## src/core/adc_ctrl_defines.svh

```systemverilog
// register offsets, field positions and timing counts of the converter control block
`ifndef ADC_CTRL_DEFINES_SVH
`define ADC_CTRL_DEFINES_SVH
`define OFS_MISC     8'h77
`define OFS_RES_LO   8'h78
`define OFS_RES_HI   8'h79
`define OFS_CTRL     8'h7a
`define OFS_TRIG     8'h7b
`define OFS_MUX      8'h7c
`define REG_RESET    8'h00
`define CS_EN        7
`define CS_START     6
`define CS_ATE       5
`define CS_DONE      4
`define CS_IE        3
`define CS_PS_HI     2
`define MX_REF_HI    7
`define MX_REF_LO    6
`define MX_LEFT      5
`define MX_SEL_HI    4
`define MX_DIFF      4
`define MISC_AREF    2
`define TRIG_HI      2
`define TRIG_FREE    3'h0
`define LEN_NORMAL   5'h0d
`define LEN_LONG     5'h19
`define PS_W         7
`define SEL_GND      4'he
`endif

```

## src/core/adc_ctrl_pkg.sv

```systemverilog
// types shared by the converter control block
package adc_ctrl_pkg;
  typedef enum logic [1:0] {
    REF_SUPPLY = 2'h0,
    REF_EXT    = 2'h1,
    REF_INT11  = 2'h2,
    REF_INT256 = 2'h3
  } ref_t;
  typedef enum logic [2:0] {
    SRC_PIN    = 3'h0,
    SRC_TEMP   = 3'h1,
    SRC_GAP    = 3'h2,
    SRC_QUART  = 3'h3,
    SRC_GND    = 3'h4,
    SRC_NONE   = 3'h5
  } src_t;
  typedef struct packed {
    ref_t       vref;
    src_t       src;
    logic       diff;
    logic       gain_20x;
    logic [3:0] pos_pin;
    logic [3:0] neg_pin;
  } analog_sel_t;
  typedef enum logic [1:0] {
    ST_IDLE = 2'b01,
    ST_CONV = 2'b10
  } state_t;
endpackage : adc_ctrl_pkg

```

## src/core/adc_control_registers.sv

```systemverilog
// converter control and status registers with conversion sequencer and prescaler
//
// The strobed register port was chosen for this implementation.
`include "adc_ctrl_defines.svh"
module adc_control_registers
  import adc_ctrl_pkg::*;
(
  // clock and reset
  input  wire logic        clk_sys,
  input  wire logic        rst,
  // register port
  input  wire logic [7:0]  reg_addr,
  input  wire logic [7:0]  reg_wdata,
  input  wire logic        reg_wr,
  input  wire logic        reg_rd,
  output logic      [7:0]  reg_rdata,
  // cpu interrupt side
  input  wire logic        irq_global_en,
  input  wire logic        irq_ack,
  output logic             irq_req,
  // trigger sources, index 0 unused
  input  wire logic [7:0]  trig_in,
  // conversion core
  input  wire logic [9:0]  core_result,
  output analog_sel_t      analog_sel,
  output logic             conv_power,
  output logic             conv_tick,
  output logic             conv_busy,
  output logic             conv_long
);

  // ==========================================================
  // decode helpers
  function automatic logic [`PS_W-1:0] div_last(input logic [2:0] ps);
    logic [`PS_W-1:0] v;
    v = '0;
    if (ps == 3'h0) begin
      v = `PS_W'(1);
    end else begin
      v = `PS_W'((1 << ps) - 1);
    end
    return v;
  endfunction : div_last

  function automatic analog_sel_t decode_sel(input logic [1:0] rc,
                                             input logic aref,
                                             input logic [4:0] code);
    analog_sel_t s;
    logic [3:0]  p;
    s = '0;
    if (!rc[0]) begin
      s.vref = aref ? REF_EXT : REF_SUPPLY;
    end else begin
      s.vref = rc[1] ? REF_INT256 : REF_INT11;
    end
    if (code[`MX_DIFF]) begin
      // differential pairs
      // pairs skip one pin after every third pair
      p = {1'b0, code[3:1]}
        + ((code[3:1] >= 3'h3) ? 4'h1 : 4'h0)
        + ((code[3:1] >= 3'h6) ? 4'h1 : 4'h0);
      s.src      = SRC_PIN;
      s.diff     = 1'b1;
      s.gain_20x = code[0];
      s.pos_pin  = p;
      s.neg_pin  = p + 4'h1;
    end else begin
      s.pos_pin = code[3:0];
      if (code[3:0] <= 4'ha) begin
        s.src = SRC_PIN;
      end else if (code[3:0] == 4'hb) begin
        s.src = SRC_TEMP;
      end else if (code[3:0] == 4'hc) begin
        s.src = SRC_GAP;
      end else if (code[3:0] == 4'hd) begin
        s.src = SRC_QUART;
      end else if (code[3:0] == `SEL_GND) begin
        s.src = SRC_GND;
      end else begin
        s.src = SRC_NONE;
      end
    end
    return s;
  endfunction : decode_sel

  // ==========================================================
  // programmed fields
  logic        en_q, ate_q, ie_q, left_q, aref_q, done_q;
  logic [2:0]  ps_q, tsel_q;
  logic [1:0]  ref_q, act_ref_q;
  logic [4:0]  sel_q;
  logic [9:0]  result_q;
  logic        lock_q;
  state_t      state_q;
  logic [4:0]  cnt_q;
  logic [`PS_W-1:0] pre_q;
  logic        first_q, ref_chg_q, trig_prev_q;

  logic wr_ctrl, wr_mux, wr_misc, wr_trig, en_d;
  logic idle, end_conv, apply_now, ref_differs;
  logic start_sw, start_trig, start_free, start_any;
  logic trig_level, trig_edge, lock_blocks;

  assign wr_ctrl = reg_wr && (reg_addr == `OFS_CTRL);
  assign wr_mux  = reg_wr && (reg_addr == `OFS_MUX);
  assign wr_misc = reg_wr && (reg_addr == `OFS_MISC);
  assign wr_trig = reg_wr && (reg_addr == `OFS_TRIG);
  assign en_d    = wr_ctrl ? reg_wdata[`CS_EN] : en_q;
  assign idle    = (state_q == ST_IDLE);

  always_ff @(posedge clk_sys) begin
    if (rst) begin
      en_q  <= 1'b0;
      ate_q <= 1'b0;
      ie_q  <= 1'b0;
      ps_q  <= 3'h0;
    end else if (wr_ctrl) begin
      en_q  <= reg_wdata[`CS_EN];
      ate_q <= reg_wdata[`CS_ATE];
      ie_q  <= reg_wdata[`CS_IE];
      ps_q  <= reg_wdata[`CS_PS_HI:0];
    end
  end

  always_ff @(posedge clk_sys) begin
    if (rst) begin
      ref_q  <= 2'h0;
      left_q <= 1'b0;
      sel_q  <= 5'h00;
    end else if (wr_mux) begin
      ref_q  <= reg_wdata[`MX_REF_HI:`MX_REF_LO];
      left_q <= reg_wdata[`MX_LEFT];
      sel_q  <= reg_wdata[`MX_SEL_HI:0];
    end
  end

  always_ff @(posedge clk_sys) begin
    if (rst) begin
      aref_q <= 1'b0;
      tsel_q <= 3'h0;
    end else begin
      if (wr_misc) begin
        aref_q <= reg_wdata[`MISC_AREF];
      end
      if (wr_trig) begin
        tsel_q <= reg_wdata[`TRIG_HI:0];
      end
    end
  end

  // ==========================================================
  // prescaler
  always_ff @(posedge clk_sys) begin
    if (rst || !en_q) begin
      pre_q     <= '0;
      conv_tick <= 1'b0;
    end else if (pre_q >= div_last(ps_q)) begin
      pre_q     <= '0;
      conv_tick <= 1'b1;
    end else begin
      pre_q     <= pre_q + `PS_W'(1);
      conv_tick <= 1'b0;
    end
  end

  // ==========================================================
  // triggers and sequencer
  assign end_conv  = !idle && conv_tick && (cnt_q == (conv_long ? `LEN_LONG : `LEN_NORMAL) - 5'h1);
  assign apply_now = idle || end_conv;
  assign ref_differs = apply_now && (ref_q != act_ref_q);
  assign trig_level = trig_in[tsel_q];
  // free running code makes no edge
  assign trig_edge  = trig_level && !trig_prev_q && (tsel_q != `TRIG_FREE);
  assign start_sw   = wr_ctrl && reg_wdata[`CS_START] && reg_wdata[`CS_EN] && idle;
  assign start_trig = ate_q && en_q && trig_edge && idle && !wr_ctrl;
  assign start_free = end_conv && ate_q && (tsel_q == `TRIG_FREE) && en_d;
  assign start_any  = start_sw || start_trig || start_free;

  always_ff @(posedge clk_sys) begin
    if (rst) begin
      trig_prev_q <= 1'b0;
    end else begin
      trig_prev_q <= trig_level;
    end
  end

  always_ff @(posedge clk_sys) begin
    if (rst) begin
      state_q   <= ST_IDLE;
      cnt_q     <= 5'h00;
      conv_long <= 1'b0;
    end else if (!en_d) begin
      state_q <= ST_IDLE;
      cnt_q   <= 5'h00;
    end else if (start_any) begin
      state_q   <= ST_CONV;
      cnt_q     <= 5'h00;
      conv_long <= first_q || ref_chg_q || ref_differs;
    end else if (end_conv) begin
      state_q <= ST_IDLE;
      cnt_q   <= 5'h00;
    end else if (!idle && conv_tick) begin
      cnt_q <= cnt_q + 5'h1;
    end
  end

  always_ff @(posedge clk_sys) begin
    if (rst) begin
      first_q <= 1'b1;
    end else if (!en_d) begin
      // next-value enable, so a start written with the enable clears the marker
      first_q <= 1'b1;
    end else if (start_any) begin
      first_q <= 1'b0;
    end
  end

  always_ff @(posedge clk_sys) begin
    if (rst) begin
      ref_chg_q <= 1'b0;
    end else if (start_any) begin
      ref_chg_q <= 1'b0;
    end else if (ref_differs) begin
      ref_chg_q <= 1'b1;
    end
  end

  // settings move to the core only between conversions
  always_ff @(posedge clk_sys) begin
    if (rst) begin
      act_ref_q  <= 2'h0;
      analog_sel <= decode_sel(2'h0, 1'b0, 5'h00);
    end else if (apply_now) begin
      act_ref_q  <= ref_q;
      analog_sel <= decode_sel(ref_q, aref_q, sel_q);
    end
  end

  always_ff @(posedge clk_sys) begin
    if (rst) begin
      conv_power <= 1'b0;
      conv_busy  <= 1'b0;
    end else begin
      conv_power <= en_q;
      conv_busy  <= !idle;
    end
  end

  // ==========================================================
  // result and done flag
  // a result finishing while locked is dropped, matching the pairing guarantee
  assign lock_blocks = lock_q || (reg_rd && reg_addr == `OFS_RES_LO);

  always_ff @(posedge clk_sys) begin
    if (rst) begin
      result_q <= 10'h000;
    end else if (end_conv && en_d && !lock_blocks) begin
      result_q <= core_result;
    end
  end

  always_ff @(posedge clk_sys) begin
    if (rst) begin
      lock_q <= 1'b0;
    end else if (reg_rd && reg_addr == `OFS_RES_LO) begin
      lock_q <= 1'b1;
    end else if (reg_rd && reg_addr == `OFS_RES_HI) begin
      lock_q <= 1'b0;
    end
  end

  always_ff @(posedge clk_sys) begin
    if (rst) begin
      done_q <= 1'b0;
    end else if (end_conv && en_d) begin
      done_q <= 1'b1;
    end else if (irq_ack || (wr_ctrl && reg_wdata[`CS_DONE])) begin
      // clear by ack or write one
      done_q <= 1'b0;
    end
  end

  always_ff @(posedge clk_sys) begin
    if (rst) begin
      irq_req <= 1'b0;
    end else begin
      irq_req <= done_q && ie_q && irq_global_en;
    end
  end

  // ==========================================================
  // read port
  always_ff @(posedge clk_sys) begin
    if (rst || !reg_rd) begin
      reg_rdata <= `REG_RESET;
    end else begin
      unique case (reg_addr)
        `OFS_RES_LO: reg_rdata <= left_q ? {result_q[1:0], 6'h00} : result_q[7:0];
        `OFS_RES_HI: reg_rdata <= left_q ? result_q[9:2] : {6'h00, result_q[9:8]};
        `OFS_CTRL:   reg_rdata <= {en_q, !idle, ate_q, done_q, ie_q, ps_q};
        `OFS_TRIG:   reg_rdata <= {5'h00, tsel_q};
        `OFS_MUX:    reg_rdata <= {ref_q, left_q, sel_q};
        `OFS_MISC:   reg_rdata <= {5'h00, aref_q, 2'h0};
        default:     reg_rdata <= `REG_RESET;
      endcase
    end
  end
endmodule : adc_control_registers

```

## config.mk

```make
export PLATFORM = sky130hd
export DESIGN_NAME = adc_control_registers
export DESIGN_NICKNAME = d
export VERILOG_FILES = /design/src/core/adc_ctrl_pkg.sv /design/src/core/adc_control_registers.sv
export VERILOG_INCLUDE_DIRS = /design/src /design/src/core
export SDC_FILE = /design/constraint.sdc
export NUM_CORES = 1
export LEC_CHECK = 0
export BUFFER_PORTS_ARGS = -buffer_cell sky130_fd_sc_hd__buf_2
export CORE_UTILIZATION = 55
export DETAILED_ROUTE_END_ITERATION = 8
export PLACE_DENSITY = 0.79
export SLEW_MARGIN = 20
export SYNTH_ARGS = -nofsm -noshare
export SYNTH_HDL_FRONTEND = slang
export SYNTH_SLANG_ARGS = --single-unit
```

## constraint.sdc

```tcl
create_clock -name clk_sys -period 4.8 [get_ports clk_sys]
set_input_delay 0.96 -clock clk_sys [delete_from_list [all_inputs] [get_ports clk_sys]]
set_output_delay 0.96 -clock clk_sys [all_outputs]
set_load 0.02 [all_outputs]
```

==> results summary <==
The run finished, with violations left. The final reports fail on design-rule violations. The most instantiated library cell after synthesis is dfxtp_1. Setup violations remaining at the end of the flow were counted as 0. The area added between synthesis and finish is 13.3%.

Setup repair after global routing left no endpoint under its margin. The worst-case clock buffer depth is 2. The number of antenna violations at the first check in global routing was 0. The max-slew violation count was 0. The HPWL after detailed placement came out at between 6 and 7 mm. The maximum clock frequency is 396 MHz. The wire length of the first global-routing pass is roughly 14 mm.

The synthesized instance count is 421. Summing internal, switching and leakage power gives ~0.0012 W. The number of gates resized after CTS was 0. The area share of the largest cell type after synthesis is 41.1%. Summing over every cut layer, the via total after detailed routing is 3193. Of the synthesized area, sequential elements account for 41.1%. At the end of the flow, the number of nets in the layout was 527. The number of design rule violations left after detail routing is 6. The data required time of the worst path is 5.07 ns. The data arrival at the endpoint of the critical path is 2.80 ns.

The clock skew after layout is 0.0112 ns. The worst setup path is of the input port to flip-flop kind. The number of placed instances with taps included came out at around 540. Yosys mapped a number of flops with a built-in enable equal to 0. The number of buffer cells added on primary ports came out at 67. The die area is just over 0.007 mm². The antenna diode count came out at 0. Of all nets on the critical path, the largest fanout is 39.

The worst slew margin relative to its limit came out at 34.0%. The global-route total usage across every layer came out at 25.0%. The total number of H-tree levels is 3. The number of failing hold endpoints at the final stage is 0. The number of buffers inserted for hold repair after clock tree synthesis is 0. The detail-routed net length per standard cell came out at 15.3 µm.

The initial core utilization came out at between 50% and 60%. The cell with the biggest individual delay on the critical path is inv_1. The residual overflow from global routing is 0. The floorplan step set the die width to 84.1 µm. The worst-case hold slack is 0.450 ns. After detailed routing, the total wire length is between 8 and 9 mm.

The average vias per placed instance is 5.74. The count of yosys warnings during synthesis is 0. Cells with a size suffix above 1 make up ~22% of the layout. The CTS tree is built. The count of cell types in the netlist came out at 59. The type of the tightest min-delay check is flip-flop to flip-flop. For this design the static power due to leakage is 1.64 nW.

Counting flops with an async set or reset pin after synthesis yields a share of 0%. The post-route antenna net violation count came out at 0. For the final routed database, the setup TNS stands at 0 ns. The worst setup path is captured at a flip-flop. Buffers inserted during clock tree synthesis total 9. For this design the ratio of total power to cell area is 276 mW/mm². The cell family contributing the most delay on the critical path is buffers and inverters. For this run, the leading register cell type out of synthesis is dfxtp_1. In this run the core area contains 29 standard-cell rows. The number of synthesized register bits is 76. The number of DRC markers in iteration 0 came out at 234. The total standard cell area after synthesis is 0.00370 mm².

At the pin with the least slew margin, the transition time is 0.987 ns. Clock tree synthesis found a total of 76 sinks. The smallest clock period supported by the final layout is computed as 2.53 ns. After clock tree synthesis, the setup repair step added 0 buffers.

In the synthesized netlist, the cells that appear most often are 76 x dfxtp_1, 71 x nand2_1, 40 x a21oi_1, 28 x nand3_1, 25 x nor2_1. The number of nets in the synthesized netlist is 473. STA classifies the critical path startpoint as an input port. The last weighted congestion value of the routability-driven placer is 0.865. Max-cap violations in this run came to 0. The worst path uses 52.6% of the clock period. The area inside the core boundary came out at 0.00642 mm². The clock reaches the later pin of the worst-skew pair after about 0.36 ns. The number of global-route vias before repair came to 2974.

The first detailed-routing pass took 9 iterations. The die boundary height is 84.1 µm. After clock tree synthesis, the clock-pin slew on the worst setup and hold paths is ~0.090 ns. The cell area after layout is 0.00420 mm². between 60 and 70 I/O pins were placed. Walking the worst path, the cells encountered are buf_2 -> inv_1 -> o311ai_0 -> a21oi_1. The number of standard cells in the layout, taps in and fillers out came out at 556. The number of buffer and inverter stages on the critical path came out at 2. The worst-case IR drop observed on VDD is about 0.14 mV.

Ranked by total cell area, the synthesized netlist is headed by dfxtp_1 41%, nand2_1 7.2%, a21oi_1 5.4%, mux2i_1 5.4%, nand3_1 3.8%. The area after detailed placement came out at 0.00401 mm². The master cell of the clock root buffer is clkbuf_8. The mean cell area of the mapped netlist is 8.80 µm². The biggest cell delay along the critical path came out at 0.73 ns. The largest area contributor in the synthesized netlist is dfxtp_1. The worst setup slack for register-to-register paths is 2.61 ns. The largest net degree at the start of global routing is 40.
## per-stage QoR
| stage | util [%] | setup slack [ns] |
|---|---|---|
| final | 65.4 | 2.27 |
| after global routing | 65.4 | 2.09 |
| after CTS | 65.4 | 2.27 |
| after detailed placement | 62.4 | 1.91 |
| after global placement | 62.4 | 2.00 |
| after floorplan | - | 2.43 |
## tightest hold or removal path, cell delays in order (launching register included)
cell and delay, ns:
dfxtp_1 0.31, nand2_1 0.05, a21oi_1 0.05
## where the power goes
group	internal [W]	switching (W)	total, W
Sequential	0.000631	0.000000634	0.000631
Clock	0.000237	0.000243	0.000480
Combinational	0.0000173	0.0000297	0.0000470
## logic make-up after synthesis
family                   share of synthesized area [%]
AND/OR/NAND/NOR                                   25.5
AO/OA/AOI/OAI                                     14.7
flip-flops                                        41.1
buffers and inverters                             4.73
multiplexers                                      6.42
XOR/XNOR                                          3.31
adder cells (fa/ha/maj)                           4.26
## state kept, by name, indices dropped and copies added, names as in the netlist, 2 cells and up
register / cells
ps_q: 3
tsel_q: 3
cnt_q: 5
reg_rdata: 8
result_q: 10
sel_q: 5
pre_q: 7
act_ref_q: 2
state_q: 2
ref_q: 2
analog_sel: 14
## cell type report
type / count / area, µm²
clock buffers: 9 / 124
clock inverters: 6 / 66.3
fillers: 558 / 2220
inverters: 9 / 33.8
multi-input cells: 311 / 2010
flip-flops and latches: 76 / 1520
well taps: 77 / 96.3
repair buffers: 68 / 343
## per-layer routing
metal	wire [µm]	track usage, %	vias to the layer above
met3	577	5.24	16
li1	-	-	1601
met2	3890	40.0	119
met5	0	0	-
met1	3850	32.5	1457
met4	170	10.8	0
## path summary, 6_finish.rpt
path,from,end,cells after the start
max,rst,reg_rdata[3],4
min,analog_sel[2],analog_sel[2],2
max reg2reg,sel_q[3],analog_sel[3],8
min reg2reg,analog_sel[2],analog_sel[2],2
## cell usage in the layout (no fill, tap or decap), types with 2 or more instances in the layout
| master | netlist | final |
|---|---|---|
| nor4_1 | 3 | 2 |
| a21o_1 | 3 | 3 |
| nor3_2 | 7 | 7 |
| nand4_1 | 5 | 5 |
| and2_1 | 5 | 5 |
| o21ai_1 | 2 | 2 |
| inv_1 | 9 | 9 |
| nand3_2 | 2 | 2 |
| a222oi_1 | 4 | 4 |
| xor2_1 | 5 | 5 |
| ha_1 | 11 | 11 |
| nor2_1 | 25 | 25 |
| nand3_1 | 28 | 28 |
| a22oi_1 | 4 | 4 |
| a32o_1 | 2 | 2 |
| nand4b_1 | 2 | 2 |
| and3_1 | 5 | 5 |
| clkbuf_8 | 0 | 9 |
| nor2b_1 | 6 | 6 |
| buf_2 | 5 | 67 |
| clkinvlp_4 | 0 | 3 |
| a21oi_1 | 40 | 40 |
| o21ai_0 | 6 | 6 |
| xnor2_1 | 9 | 9 |
| o211ai_1 | 2 | 2 |
| nand2_1 | 71 | 71 |
| a211oi_1 | 3 | 3 |
| mux2i_1 | 20 | 20 |
| a31oi_1 | 4 | 4 |
| nor3_1 | 3 | 3 |
| dfxtp_1 | 76 | 76 |
| nand2b_1 | 4 | 4 |
| nor3b_2 | 2 | 2 |
| and4_1 | 3 | 3 |
| mux2_2 | 2 | 2 |
| and3b_1 | 2 | 2 |
Note: power is estimated with default switching activity, not from simulation.
